===== config.mk =====
export PLATFORM = sky130hd
export DESIGN_NAME = dacbp_bus_port
export DESIGN_NICKNAME = d
export VERILOG_FILES = /design/src/shared/dacbp_pkg.sv /design/src/shared/dacbp_latch_if.sv /design/src/hw/dacbp_channel_bank.sv /design/src/hw/dacbp_bus_port.sv
export SDC_FILE = /design/constraint.sdc
export NUM_CORES = 1
export LEC_CHECK = 0
export BUFFER_PORTS_ARGS = -buffer_cell sky130_fd_sc_hd__buf_2
export CORE_MARGIN = 8
export CORE_UTILIZATION = 55
export CTS_CLUSTER_SIZE = 16
export DETAILED_ROUTE_END_ITERATION = 10
export GPL_ROUTABILITY_DRIVEN = 1
export PLACE_DENSITY = 0.9
export SYNTH_ARGS = -nofsm -noshare
export SYNTH_HDL_FRONTEND = slang
export SYNTH_SLANG_ARGS = --single-unit
export TNS_END_PERCENT = 5

===== constraint.sdc =====
create_clock -name clk -period 3.1 [get_ports clk]
set_input_delay 0.62 -clock clk [delete_from_list [all_inputs] [get_ports clk]]
set_output_delay 0.62 -clock clk [all_outputs]
set_load 0.02 [all_outputs]

===== src/shared/dacbp_pkg.sv =====
`default_nettype none
package dacbp_pkg;
	// channel bank shape
	localparam int CHAN_COUNT = 8;                   // output channels on the board
	localparam int CODE_W     = 8;                   // bits per channel code
	localparam int SEL_W      = 3;                   // channel select width
	localparam int ADDR_W     = 6;                   // cable location address width
	localparam int LOC_COUNT  = 64;                  // addressable cable locations

	// status byte layout on a pointer read
	localparam int STAT_BUSY_BIT  = 7;               // conversion in progress
	localparam int STAT_WRACT_BIT = 6;               // write-active window
	localparam int STAT_ADDR_LSB  = 0;               // latched address field base

	// master clear value of every latch; reset value of the pointer
	localparam logic [CODE_W-1:0] CODE_CLEAR = 8'h00;
	localparam logic [ADDR_W-1:0] PTR_RESET  = 6'h00;

	// timing
	localparam int CLK_PERIOD_NS  = 100;             // 10 MHz system clock
	localparam int WRACT_TIME_US  = 10;              // write-active window
	localparam int BUSY_TIME_NS   = 80;              // conversion settle time
	// a fixed window: rounded down to whole cycles, never below one
	localparam int WRACT_CYCLES_I = (WRACT_TIME_US * 1000) / CLK_PERIOD_NS;
	localparam int WRACT_CYCLES   = (WRACT_CYCLES_I < 1) ? 1 : WRACT_CYCLES_I;
	// a settle time is a least time: rounded up
	localparam int BUSY_CYCLES    = (BUSY_TIME_NS + CLK_PERIOD_NS - 1) / CLK_PERIOD_NS;
	localparam int WRACT_CNT_W    = $clog2(WRACT_CYCLES + 1);
	localparam int BUSY_CNT_W     = $clog2(BUSY_CYCLES + 1);

	// width of the synchronised pin bundle
	localparam int PIN_W = 5 + CODE_W + ADDR_W;

	// write-active window state
	typedef enum logic [0:0]
	{
		WRACT_IDLE   = 1'b0,
		WRACT_ACTIVE = 1'b1
	} dacbp_wract_t;
endpackage
`default_nettype wire


===== src/shared/dacbp_latch_if.sv =====
`default_nettype none
interface dacbp_latch_if;
	logic                                                       wrEn;     // load one latch
	logic [dacbp_pkg::SEL_W-1:0]                                wrSel;    // latch to load
	logic [dacbp_pkg::CODE_W-1:0]                               wrCode;   // code to load
	logic                                                       clearAll; // master clear
	logic [dacbp_pkg::SEL_W-1:0]                                rdSel;    // latch to read back
	logic [dacbp_pkg::CODE_W-1:0]                               rdCode;   // readback value
	logic [dacbp_pkg::CHAN_COUNT-1:0][dacbp_pkg::CODE_W-1:0]    codes;    // all latch outputs

	modport bank (input wrEn, wrSel, wrCode, clearAll, rdSel, output rdCode, codes);
	modport ctrl (output wrEn, wrSel, wrCode, clearAll, rdSel, input rdCode, codes);
endinterface
`default_nettype wire


===== src/hw/dacbp_channel_bank.sv =====
`default_nettype none
module dacbp_channel_bank
(
	// clock and reset
	input  wire logic       clk,
	input  wire logic       reset,
	// latch access
	dacbp_latch_if.bank     lat
);
	// one byte latch per channel, each bit stored on its own
	logic [dacbp_pkg::CHAN_COUNT-1:0][dacbp_pkg::CODE_W-1:0] code_reg;  // latch contents
	logic [dacbp_pkg::CHAN_COUNT-1:0][dacbp_pkg::CODE_W-1:0] code_next; // next contents

	// next latch values: clear beats a write arriving with it
	always_comb
	begin
		code_next = code_reg;
		if (lat.clearAll)
		begin
			for (int i = 0; i < dacbp_pkg::CHAN_COUNT; i++)
				code_next[i] = dacbp_pkg::CODE_CLEAR;
		end
		else if (lat.wrEn)
		begin
			// only the selected latch moves, every bit taken as written
			code_next[lat.wrSel] = lat.wrCode;
		end
	end

	// latch registers
	always_ff @(posedge clk)
	begin
		if (reset)
		begin
			for (int i = 0; i < dacbp_pkg::CHAN_COUNT; i++)
				code_reg[i] <= dacbp_pkg::CODE_CLEAR;
		end
		else
			code_reg <= code_next;
	end

	// readback and converter feeds; codes go out unchanged, the analog side sets the format
	assign lat.rdCode = code_reg[lat.rdSel];
	assign lat.codes  = code_reg;
endmodule // dacbp_channel_bank
`default_nettype wire


===== src/hw/dacbp_bus_port.sv =====
`default_nettype none
// Function
// - data read returns selected channel latch
// - every latch bit writable and readable
// - pointer read gives busy, write-active, address
// - write-active high ten microseconds per write
// - busy high one clock, at least one conversion time
// - board answers eight locations from base
// - master clear zeroes all channel latches
// - codes straight or offset binary, passed unchanged
module dacbp_bus_port
(
	// clock and reset
	input  wire logic                                               clk,
	input  wire logic                                               reset,
	// cable strobes, high during the access
	input  wire logic                                               pointerWrite,
	input  wire logic                                               pointerRead,
	input  wire logic                                               dataWrite,
	input  wire logic                                               dataRead,
	input  wire logic                                               masterClear,
	// cable data lines
	input  wire logic [dacbp_pkg::CODE_W-1:0]                       busDataIn,
	output logic      [dacbp_pkg::CODE_W-1:0]                       busDataOut,
	output logic                                                    busDataOe,
	// board address switch
	input  wire logic [dacbp_pkg::ADDR_W-1:0]                       boardAddress,
	// converter feeds and status
	output logic      [dacbp_pkg::CHAN_COUNT-1:0][dacbp_pkg::CODE_W-1:0] channelCode,
	output logic                                                    busyFlag,
	output logic                                                    writeActive
);
	// synchroniser stages for every pin; stage A is read only by stage B
	logic [dacbp_pkg::PIN_W-1:0]       syncA_reg;     // first stage
	logic [dacbp_pkg::PIN_W-1:0]       syncB_reg;     // second stage
	logic [3:0]                        strobePrev_reg; // strobe history for edges
	logic [dacbp_pkg::PIN_W-1:0]       syncA_next;    // pins as seen this cycle
	logic [dacbp_pkg::PIN_W-1:0]       syncB_next;    // next second stage
	logic [3:0]                        strobePrev_next; // next strobe history

	// synchronised pins
	logic                              ptrWrS;        // pointer write strobe
	logic                              ptrRdS;        // pointer read strobe
	logic                              dataWrS;       // data write strobe
	logic                              dataRdS;       // data read strobe
	logic                              clearS;        // master clear level
	logic [dacbp_pkg::CODE_W-1:0]      dataS;         // data lines
	logic [dacbp_pkg::ADDR_W-1:0]      boardS;        // switch setting
	logic                              ptrWrRise;     // pointer write taken
	logic                              dataWrRise;    // data write taken
	logic                              selected;      // pointer lands on this board

	// access state
	logic [dacbp_pkg::ADDR_W-1:0]      pointer_reg;   // latched location address
	logic [dacbp_pkg::ADDR_W-1:0]      pointer_next;
	dacbp_pkg::dacbp_wract_t           wract_reg;     // write-active window
	dacbp_pkg::dacbp_wract_t           wract_next;
	logic [dacbp_pkg::WRACT_CNT_W-1:0] wractCount_reg; // cycles left in window
	logic [dacbp_pkg::WRACT_CNT_W-1:0] wractCount_next;
	logic [dacbp_pkg::BUSY_CNT_W-1:0]  busyCount_reg; // cycles left converting
	logic [dacbp_pkg::BUSY_CNT_W-1:0]  busyCount_next;
	logic [dacbp_pkg::CODE_W-1:0]      dataOut_reg;   // value driven on reads
	logic [dacbp_pkg::CODE_W-1:0]      dataOut_next;
	logic                              dataOe_reg;    // drive enable on reads
	logic                              dataOe_next;
	logic                              busy_reg;      // status copy of busy
	logic                              busy_next;
	logic                              wractBit_reg;  // status copy of write-active
	logic                              wractBit_next;
	logic [dacbp_pkg::CODE_W-1:0]      status;        // status byte image

	dacbp_latch_if lat ();

	// latch bank
	dacbp_channel_bank u_bank
	(
		.clk   (clk),
		.reset (reset),
		.lat   (lat)
	);

	// next synchroniser values; two stages cost two cycles of latency but keep
	// a metastable pin sample out of every decode
	always_comb
	begin
		syncA_next      = {pointerWrite, pointerRead, dataWrite, dataRead, masterClear,
			busDataIn, boardAddress};
		syncB_next      = syncA_reg;
		strobePrev_next = syncB_reg[dacbp_pkg::PIN_W-1 -: 4];
	end

	// pin synchroniser registers; data shares the strobe latency so it is
	// settled by the time the strobe edge is seen, provided the host holds it
	always_ff @(posedge clk)
	begin
		if (reset)
		begin
			syncA_reg      <= '0;
			syncB_reg      <= '0;
			strobePrev_reg <= '0;
		end
		else
		begin
			syncA_reg      <= syncA_next;
			syncB_reg      <= syncB_next;
			strobePrev_reg <= strobePrev_next;
		end
	end

	// unpack the second stage
	assign {ptrWrS, ptrRdS, dataWrS, dataRdS, clearS, dataS, boardS} = syncB_reg;
	// history bits: 3 pointer write, 2 pointer read, 1 data write, 0 data read;
	// history resets low, matching idle strobes, so no false edge follows reset
	assign ptrWrRise  = ptrWrS & ~strobePrev_reg[3];
	assign dataWrRise = dataWrS & ~strobePrev_reg[1];
	// eight locations from the base; the low switch bits are ignored
	assign selected   = (pointer_reg[dacbp_pkg::ADDR_W-1:dacbp_pkg::SEL_W]
		== boardS[dacbp_pkg::ADDR_W-1:dacbp_pkg::SEL_W]);

	// status byte image
	always_comb
	begin
		status = '0;
		status[dacbp_pkg::STAT_BUSY_BIT]  = busy_reg;
		status[dacbp_pkg::STAT_WRACT_BIT] = wractBit_reg;
		status[dacbp_pkg::STAT_ADDR_LSB +: dacbp_pkg::ADDR_W] = pointer_reg;
	end

	// next access state
	always_comb
	begin
		pointer_next    = pointer_reg;
		wract_next      = wract_reg;
		wractCount_next = wractCount_reg;
		busyCount_next  = busyCount_reg;
		dataOut_next    = dataOut_reg;
		dataOe_next     = 1'b0;
		lat.wrEn        = 1'b0;
		lat.wrSel       = pointer_reg[dacbp_pkg::SEL_W-1:0];
		lat.wrCode      = dataS;
		lat.clearAll    = clearS;
		lat.rdSel       = pointer_reg[dacbp_pkg::SEL_W-1:0];
		// pointer changes only on its own write
		if (ptrWrRise)
			pointer_next = dataS[dacbp_pkg::ADDR_W-1:0];
		// limitation: a write inside the window restarts it; the host must poll first
		// a data write for this board loads a latch and opens both windows
		if (dataWrRise && selected)
		begin
			lat.wrEn        = 1'b1;
			wract_next      = dacbp_pkg::WRACT_ACTIVE;
			wractCount_next = dacbp_pkg::WRACT_CNT_W'(dacbp_pkg::WRACT_CYCLES);
			busyCount_next  = dacbp_pkg::BUSY_CNT_W'(dacbp_pkg::BUSY_CYCLES);
		end
		else
		begin
			// window counts down and falls back to quiescent low
			unique case (wract_reg)
				dacbp_pkg::WRACT_IDLE:
					wractCount_next = '0;
				dacbp_pkg::WRACT_ACTIVE:
				begin
					wractCount_next = wractCount_reg - 1'b1;
					if (wractCount_reg == dacbp_pkg::WRACT_CNT_W'(1))
						wract_next = dacbp_pkg::WRACT_IDLE;
				end
			endcase
			if (busyCount_reg != '0)
				busyCount_next = busyCount_reg - 1'b1;
		end
		// reads drive the lines while the strobe stays high; the status read is
		// always answered so a polling host never sees a floating bus
		if (ptrRdS)
		begin
			dataOe_next  = 1'b1;
			dataOut_next = status;
		end
		else if (dataRdS && selected)
		begin
			dataOe_next  = 1'b1;
			dataOut_next = lat.rdCode;
		end
		// status copies follow the counters' next values, so the status byte and
		// the flag pins never disagree in any cycle
		busy_next     = (busyCount_next != '0);
		wractBit_next = (wract_next == dacbp_pkg::WRACT_ACTIVE);
	end

	// access state registers
	always_ff @(posedge clk)
	begin
		if (reset)
		begin
			pointer_reg    <= dacbp_pkg::PTR_RESET;
			wract_reg      <= dacbp_pkg::WRACT_IDLE;
			wractCount_reg <= '0;
			busyCount_reg  <= '0;
			dataOut_reg    <= '0;
			dataOe_reg     <= 1'b0;
			busy_reg       <= 1'b0;
			wractBit_reg   <= 1'b0;
		end
		else
		begin
			pointer_reg    <= pointer_next;
			wract_reg      <= wract_next;
			wractCount_reg <= wractCount_next;
			busyCount_reg  <= busyCount_next;
			dataOut_reg    <= dataOut_next;
			dataOe_reg     <= dataOe_next;
			busy_reg       <= busy_next;
			wractBit_reg   <= wractBit_next;
		end
	end

	// outputs, all straight from flip-flops
	assign busDataOut  = dataOut_reg;
	assign busDataOe   = dataOe_reg;
	assign channelCode = lat.codes;
	assign busyFlag    = busy_reg;
	assign writeActive = wractBit_reg;
endmodule // dacbp_bus_port
`default_nettype wire


==> results.py, run 1 <==
metrics = {
    "run_status": {
        "status": "complete, no violations",
    },
    "setup_path": {
        "crit_family": "simple AND/OR/NAND/NOR gates",
        "path_buf_inv": 1,
        "critPathMaxFanout": 24,
        "critPathLaunchType": "flop",
        "critPathKind": "reg2reg",
        "worstPathArrival_ns": 2.57,
        "crit_required_ns": 3.47,
        "reg2reg_slack_ns": 0.90,
        "path_cells": "buf_4, and2b_1, nand2b_1, o21ai_0, a21oi_1",
        "critPathCaptureType": "flop",
        "max_stage_delay_ns": 0.53,
        "slowest_stage": "dfxtp_1",
    },
    "synthesis": {
        "yosys-top-cells-count": "dfxtp_1 (122), o21ai_0 (72), a21oi_1 (70)",
        "syn_area_um2": 5110,
        "synth_top_area_share_pct": 47.8,
        "async_reset_ff_share_pct": 0,
        "synth-seq-cells": 122,
        "ys_warn_count": 0,
        "ys_types": 56,
        "synth_cells": 567,
        "synthesis.area_per_instance_um2": 9.01,
        "synthFlopType": "dfxtp_1",
        "syn-num-nets": 590,
        "yosysTopAreaCell": "dfxtp_1",
        "synth_edf_count": 0,
        "synthMostInstantiatedCell": "dfxtp_1",
        "synth.area.top_cells": "dfxtp_1 (48%), o21ai_0 (7.1%), a21oi_1 (6.9%), nand3_1 (6.6%), nor2b_1 (4.9%)",
        "seq_area_frac_synth_pct": 47.8,
    },
    "pwr": {
        "p_per_area_nw_per_um2": 619,
        "p_leak_nw": 2.41,
        "power_w": 0.00375,
        "irDropWorstVdd_v": 0.000302,
    },
    "final_layout": {
        "n_antenna_cell": 0,
        "fillCellCount": 684,
        "drive_gt1_share_pct": 22.4,
        "largest_reg_flops": 64,
        "final_area_um2": 6060,
        "nNetsFinal": 654,
        "areaGrowthSynthToFinish_pct": 18.5,
    },
    "timing": {
        "fin_tns_setup_ns": 0,
        "worst_pin_slew_ns": 0.690,
        "layout_worst_path_cycle_share_pct": 71.0,
        "rsz0062_at_grt": "false",
        "fmax_ghz": 0.454,
        "skew_ns": 0.00948,
        "maxSlewHeadroom_pct": 53.9,
        "drv_slew": 0,
        "setup_viol": 0,
        "fin_crit_ns": 2.20,
        "holdWs_ns": 0.298,
        "hold_viol_final": 0,
    },
    "die": {
        "rows": 35,
        "fp.dieArea_um2": 12600,
        "coreArea_um2": 9110,
        "initial_core_util_pct": 56.1,
        "die_height_um": 112,
        "ios": 96,
        "die_w_um": 112,
    },
    "routing": {
        "drc": 0,
        "totalWireLength_um": 15900,
        "drtAntennaViolNets": 0,
        "drt_iter0_drc": 599,
        "vias_per_cell": 6.48,
        "routedWlPerCell_um": 21.1,
        "vias": 4889,
        "dr.pass1.iters": 7,
    },
    "placement": {
        "place.gp.congestion": 0.905,
        "dp_hpwl_um": 10100,
        "placed_area_um2": 5470,
        "port_buffers": 92,
    },
    "cts": {
        "root_buffer": "clkbuf_8",
        "cts_tree": "done",
        "clockBufferDepth": 2,
        "cts.sinks": 122,
        "cts-buffers-inserted": 17,
        "clk_latency_ns": 0.53,
        "clk_transition_reported_paths_ns": 0.06,
        "ctsResizeCount": 0,
        "post_cts_buffers": 0,
        "cts_htree_levels": 4,
        "hold_buffers": 0,
    },
    "global_route": {
        "grt_pass1_wl_um": 24900,
        "grt_max_degree": 55,
        "antenna_found_initial": 0,
        "grt_use_total_pct": 25.2,
        "grt_pass1_vias": 4697,
        "grt_overflow": 0,
    },
    "worst_hold_path": {
        "hold_path_class": "in2reg",
    },
    "job": {
        "maxCapViolations": 0,
    },
}
==> layout by cell type (no fill, tap or decap), types with 3 or more instances in the layout <==
cell	count
clkbuf_16	16
and4_1	4
mux2i_1	19
o21ai_0	72
dfxtp_1	122
nand2_1	10
nor2_1	21
nor2b_1	40
mux2_2	3
a21oi_1	70
buf_2	92
nand4_1	3
and2_1	3
xnor2_1	5
nand2b_1	5
a22oi_1	4
buf_4	7
nand3_1	67
inv_1	5
inv_6	7
a211oi_1	7
a31oi_1	3
nor4_1	3
mux4_2	4
==> final timing paths <==
path / startpoint / endpoint / depth (start not counted)
max reg2reg: pointer_reg[0] / u_bank.lat.codes[12] / 5
min: boardAddress[4] / syncA_reg[4] / 2
max: pointer_reg[0] / u_bank.lat.codes[12] / 5
min reg2reg: syncA_reg[8] / syncB_reg[8] / 1
==> report_power, final <==
part	switching (W)	internal (W)
registers	0.0000373	0.00160
clock network	0.000766	0.00118
logic	0.000103	0.0000600
total	0.000907	0.00284
==> stage by stage <==
stage                     utilization [%]  std cells  worst slack [ns]
after floorplan                         -        567              1.49
after global placement               60.1        723              1.09
after detailed placement             60.1        723              1.04
after CTS                            66.5        755              1.05
after global routing                 66.5        755             0.875
final                                66.5        755             0.899
==> area by class of cell <==
cell class	instances	area (µm²)	area share (%)
clock buffer	18	428	7.06
clock inverter	14	159	2.62
inverter	5	18.8	0.310
multi-input combinational	385	2340	38.6
sequential	122	2440	40.3
tap	111	139	2.29
timing repair buffer	100	533	8.80
==> cell families (layout without fill, tap and decap cells) <==
kind of cell             after synthesis  after routing  share of synthesized area, %
AO/OA/AOI/OAI                        175            175                          19.0
AND/OR/NAND/NOR                      175            175                          18.9
flip-flops                           122            122                          47.8
buffers and inverters                 60            137                          6.49
multiplexers                          26             26                          6.14
XOR/XNOR                               7              7                          1.20
adder cells (fa/ha/maj)                2              2                         0.490
==> per-layer routing <==
metal	vias up	wire (µm)	track usage, %
met1	2275	5770	28.4
met5	-	0	0
met3	85	1930	9.93
met4	0	906	15.7
li1	2145	-	-
met2	384	7340	39.3
(Power assumes the default switching activity.)
==> run 2, diff against run 1 <==
==> constraint.sdc (replaced) <==
create_clock -name clk -period 2.25 [get_ports clk]
set_input_delay 0.45 -clock clk [delete_from_list [all_inputs] [get_ports clk]]
set_output_delay 0.45 -clock clk [all_outputs]
set_load 0.02 [all_outputs]
==> results.py, run 2 (synthesis gave the netlist of run 1 again) <==
metrics = {
    "global_route": {
        "grt_pass1_wl_um": 23500,
        "antenna_found_initial": 0,
        "grt_pass1_vias": 4526,
        "grt_overflow": 0,
        "grt_use_total_pct": 23.6,
        "grt_max_degree": 65,
    },
    "timing": {
        "skew_ns": 0.00970,
        "fmax_ghz": 0.509,
        "worst_pin_slew_ns": 0.607,
        "layout_worst_path_cycle_share_pct": 87.3,
        "fin_crit_ns": 1.96,
        "rsz0062_at_grt": "false",
        "hold_viol_final": 0,
        "maxSlewHeadroom_pct": 59.4,
        "fin_tns_setup_ns": 0,
        "setup_viol": 0,
        "drv_slew": 0,
    },
    "placement": {
        "place.gp.congestion": 0.904,
        "port_buffers": 92,
        "dp_hpwl_um": 10200,
    },
    "setup_path": {
        "critPathMaxFanout": 16,
        "cp-endpoint": "u_bank.lat.codes[47]",
        "reg2reg_depth": 4,
        "crit_required_ns": 2.65,
        "reg2reg_slack_ns": 0.29,
        "worstPathArrival_ns": 2.36,
        "startpoint": "pointer_reg[4]",
        "r2r_start": "pointer_reg[4]",
        "critPathCaptureType": "flop",
        "r2r_end": "u_bank.lat.codes[47]",
        "critPathLaunchType": "flop",
        "critPathKind": "reg2reg",
    },
    "routing": {
        "drc": 0,
        "vias": 4735,
        "drt_iter0_drc": 457,
        "drtAntennaViolNets": 0,
        "dr.pass1.iters": 6,
        "totalWireLength_um": 15400,
        "vias_per_cell": 6.24,
        "routedWlPerCell_um": 20.3,
    },
    "job": {
        "maxCapViolations": 0,
    },
    "cts": {
        "cts.sinks": 122,
        "post_cts_buffers": 0,
        "cts_htree_levels": 4,
        "clk_latency_ns": 0.53,
        "ctsResizeCount": 0,
        "cts-buffers-inserted": 17,
        "clk_transition_reported_paths_ns": 0.06,
        "clockBufferDepth": 2,
        "root_buffer": "clkbuf_8",
        "hold_buffers": 0,
        "cts_tree": "done",
    },
    "final_layout": {
        "largest_reg_flops": 64,
        "areaGrowthSynthToFinish_pct": 19.8,
        "mostFrequentLayoutCells": "dfxtp_1 (122), buf_2 (92), o21ai_0 (72), a21oi_1 (70), nand3_1 (67)",
        "nNetsFinal": 659,
        "n_antenna_cell": 0,
        "drive_gt1_share_pct": 22.7,
        "layout_commonest_cell": "dfxtp_1",
    },
    "die": {
        "initial_core_util_pct": 56.1,
        "coreArea_um2": 9110,
        "rows": 35,
        "die_height_um": 112,
        "ios": 96,
        "die_w_um": 112,
        "fp.dieArea_um2": 12600,
    },
    "pwr": {
        "irDropWorstVdd_v": 0.000534,
        "power_w": 0.00519,
        "p_per_area_nw_per_um2": 849,
        "p_leak_nw": 2.43,
    },
    "run_status": {
        "status": "complete, no violations",
    },
    "worst_hold_path": {
        "hold_path_class": "in2reg",
    },
}
run 2: changes by cell type in the layout (fill, tap and decap cells not counted), sizes merged:
cell	delta
buf	+5
bufinv	+1
clkinv	+2
clkinvlp	+1
inv	-5
run 2: final cells by class:
cell class	instances	area, µm²
flip-flops and latches	122	2440
inverters	5	18.8
repair buffers	105	596
clock inverters	13	170
clock buffers	18	418
multi-input cells	385	2340
fillers	705	2990
well taps	111	139
run 2: per-layer routing:
layer / track usage (%) / wire [µm] / vias to the layer above / share of wire (%)
met5: 0 / 0 / - / 0
met3: 8.05 / 1720 / 57 / 11
met4: 12.9 / 616 / 0 / 4.0
met2: 36.3 / 7070 / 304 / 46
li1: - / - / 2157 / -
met1: 28.5 / 5990 / 2217 / 39
run 2: where the power goes:
| group | internal [W] | leakage, nW | total (W) | switching (W) |
|---|---|---|---|---|
| Combinational | 0.0000876 | 1.16 | 0.000234 | 0.000146 |
| Clock | 0.00169 | 0.278 | 0.00271 | 0.00102 |
| Sequential | 0.00221 | 0.991 | 0.00225 | 0.0000485 |
run 2: how the worst min path moves through the flow:
| stage | startpoint | end | slack [ns] | depth (start not counted) |
|---|---|---|---|---|
| finish | dataRead | syncA_reg[15] | 0.13 | 2 |
| global route | dataRead | syncA_reg[15] | 0.13 | 2 |
| CTS | dataRead | syncA_reg[15] | 0.12 | 2 |
| detailed placement | syncA_reg[14] | syncB_reg[14] | 0.42 | 1 |
| global placement | syncA_reg[4] | syncB_reg[4] | 0.42 | 1 |
| floorplan | syncA_reg[10] | syncB_reg[10] | 0.41 | 1 |
run 2: per-stage QoR:
stage	instance area (µm²)	hold WS, ns	setup WS, ns	std cells	utilization (%)
2_1_floorplan	5110	0.414	0.732	567	-
3_5_place_dp	5530	0.422	0.333	728	60.7
3_3_place_gp	5530	0.422	0.358	728	60.7
6_report	6120	0.128	0.286	759	67.2
4_1_cts	6120	0.120	0.330	759	67.2
5_1_grt	6120	0.129	0.162	759	67.2
run 2: worst max-delay path, stage by stage (launching register included):
cell	delay, ns
dfxtp_1	0.33
xnor2_1	0.39
nand4_1	0.56
o21ai_0	0.43
a21oi_1	0.12
==> run 3, diff against run 2 <==
--- a/config.mk
+++ b/config.mk
@@ -8,6 +8,7 @@
 export BUFFER_PORTS_ARGS = -buffer_cell sky130_fd_sc_hd__buf_2
 export CORE_MARGIN = 8
 export CORE_UTILIZATION = 55
+export CTS_BUF_LIST = sky130_fd_sc_hd__clkbuf_2 sky130_fd_sc_hd__clkbuf_4 sky130_fd_sc_hd__clkbuf_8
 export CTS_CLUSTER_SIZE = 16
 export DETAILED_ROUTE_END_ITERATION = 10
 export GPL_ROUTABILITY_DRIVEN = 1
==> results.py, run 3 (synthesis gave the netlist of run 1 again) <==
metrics = {
    "run_status": {
        "status": "complete, no violations",
    },
    "routing": {
        "drc": 0,
        "vias": 4694,
        "dr.pass1.iters": 8,
        "drt_iter0_drc": 434,
        "drtAntennaViolNets": 0,
        "vias_per_cell": 6.18,
        "routedWlPerCell_um": 20.0,
        "totalWireLength_um": 15200,
    },
    "timing": {
        "skew_ns": 0.0104,
        "maxSlewHeadroom_pct": 60.5,
        "worst_pin_slew_ns": 0.592,
        "hold_viol_final": 0,
        "layout_setup_ws_ns": 0.302,
        "layout_worst_path_cycle_share_pct": 86.6,
        "fin_tns_setup_ns": 0,
        "rsz0062_at_grt": "false",
        "fin_crit_ns": 1.95,
        "setup_viol": 0,
        "drv_slew": 0,
        "fmax_ghz": 0.513,
    },
    "final_layout": {
        "utilization_pct": 65.3,
        "mostFrequentLayoutCells": "dfxtp_1 (122), buf_2 (92), o21ai_0 (72), a21oi_1 (70), nand3_1 (67)",
        "final_area_um2": 5940,
        "largest_reg_flops": 64,
        "n_antenna_cell": 0,
        "nNetsFinal": 659,
        "drive_gt1_share_pct": 22.8,
        "fillCellCount": 726,
        "layout_commonest_cell": "dfxtp_1",
        "areaGrowthSynthToFinish_pct": 16.3,
    },
    "cts": {
        "clockBufferDepth": 2,
        "cts.sinks": 122,
        "ctsResizeCount": 0,
        "root_buffer": "clkbuf_8",
        "hold_buffers": 0,
        "clk_latency_ns": 0.44,
        "post_cts_buffers": 0,
        "cts_htree_levels": 4,
        "cts-buffers-inserted": 17,
        "clk_transition_reported_paths_ns": 0.08,
        "cts_tree": "done",
    },
    "global_route": {
        "grt_overflow": 0,
        "grt_pass1_vias": 4529,
        "antenna_found_initial": 0,
        "grt_max_degree": 65,
        "grt_use_total_pct": 23.1,
        "grt_pass1_wl_um": 23100,
    },
    "setup_path": {
        "critPathLaunchType": "flop",
        "path_buf_inv": 0,
        "critPathCaptureType": "flop",
        "crit_family": "simple AND/OR/NAND/NOR gates",
        "max_stage_delay_ns": 0.56,
        "crit_required_ns": 2.56,
        "critPathMaxFanout": 16,
        "path_cells": "xnor2_1, nand4_1, o21ai_0, a21oi_1",
        "worstPathArrival_ns": 2.26,
        "critPathKind": "reg2reg",
        "slowest_stage": "nand4_1",
    },
    "pwr": {
        "power_w": 0.00452,
        "p_per_area_nw_per_um2": 761,
        "p_leak_nw": 2.35,
        "irDropWorstVdd_v": 0.000387,
    },
    "job": {
        "maxCapViolations": 0,
    },
    "placement": {
        "port_buffers": 92,
        "pre_cts_slack_ns": 0.333,
        "dp_hpwl_um": 10200,
        "place.gp.congestion": 0.904,
        "placed_area_um2": 5530,
    },
    "die": {
        "die_w_um": 112,
        "fp.dieArea_um2": 12600,
        "rows": 35,
        "die_height_um": 112,
        "coreArea_um2": 9110,
        "initial_core_util_pct": 56.1,
        "ios": 96,
    },
    "worst_hold_path": {
        "hold_path_class": "in2reg",
    },
}
run 3: changes by cell type in the layout (fill, tap and decap cells not counted):
cell | before | now
clkbuf_8 | 1 | 17
clkbuf_16 | 16 | 0
clkbuf_1 | 1 | 0
clkbuf_4 | 0 | 1
run 3: cell type report:
class / count / area [µm²] / area share, %
Timing Repair Buffer: 105 / 596 / 10.0
Sequential cell: 122 / 2440 / 41.1
Clock inverter: 13 / 170 / 2.86
Inverter: 5 / 18.8 / 0.316
Tap cell: 111 / 139 / 2.34
Clock buffer: 18 / 241 / 4.06
Multi-Input combinational cell: 385 / 2340 / 39.3
run 3: worst reg2reg max path, stage by stage, from the launching register on:
cell	delay, ns
dfxtp_1	0.34
xnor2_1	0.40
nand4_1	0.56
o21ai_0	0.39
a21oi_1	0.12
run 3: layer usage:
layer / track usage [%] / vias to the layer above / routed length [µm]
met2: 35.4 / 284 / 7010
met5: 0 / - / 0
met4: 13.1 / 0 / 569
li1: - / 2153 / -
met1: 27.8 / 2208 / 5980
met3: 8.00 / 49 / 1630
run 3: final timing paths:
check,start,to,slack (ns),cells past startpoint
hold reg to reg,syncA_reg[14],syncB_reg[14],0.44,1
setup reg to reg,pointer_reg[4],u_bank.lat.codes[41],0.30,4
setup / recovery,pointer_reg[4],u_bank.lat.codes[41],0.30,4
hold / removal,dataRead,syncA_reg[15],0.21,2
run 3: per-stage QoR:
step           hold slack [ns]  std cells
3_5_place_dp             0.422        728
3_3_place_gp             0.422        728
5_1_grt                  0.217        759
2_1_floorplan            0.414        567
4_1_cts                  0.205        759
6_report                 0.213        759
run 3: power breakdown:
group / internal (W) / switching (W)
registers: 0.00220 / 0.0000485
logic: 0.0000876 / 0.000145
clock network: 0.00111 / 0.000930
total: 0.00340 / 0.00112
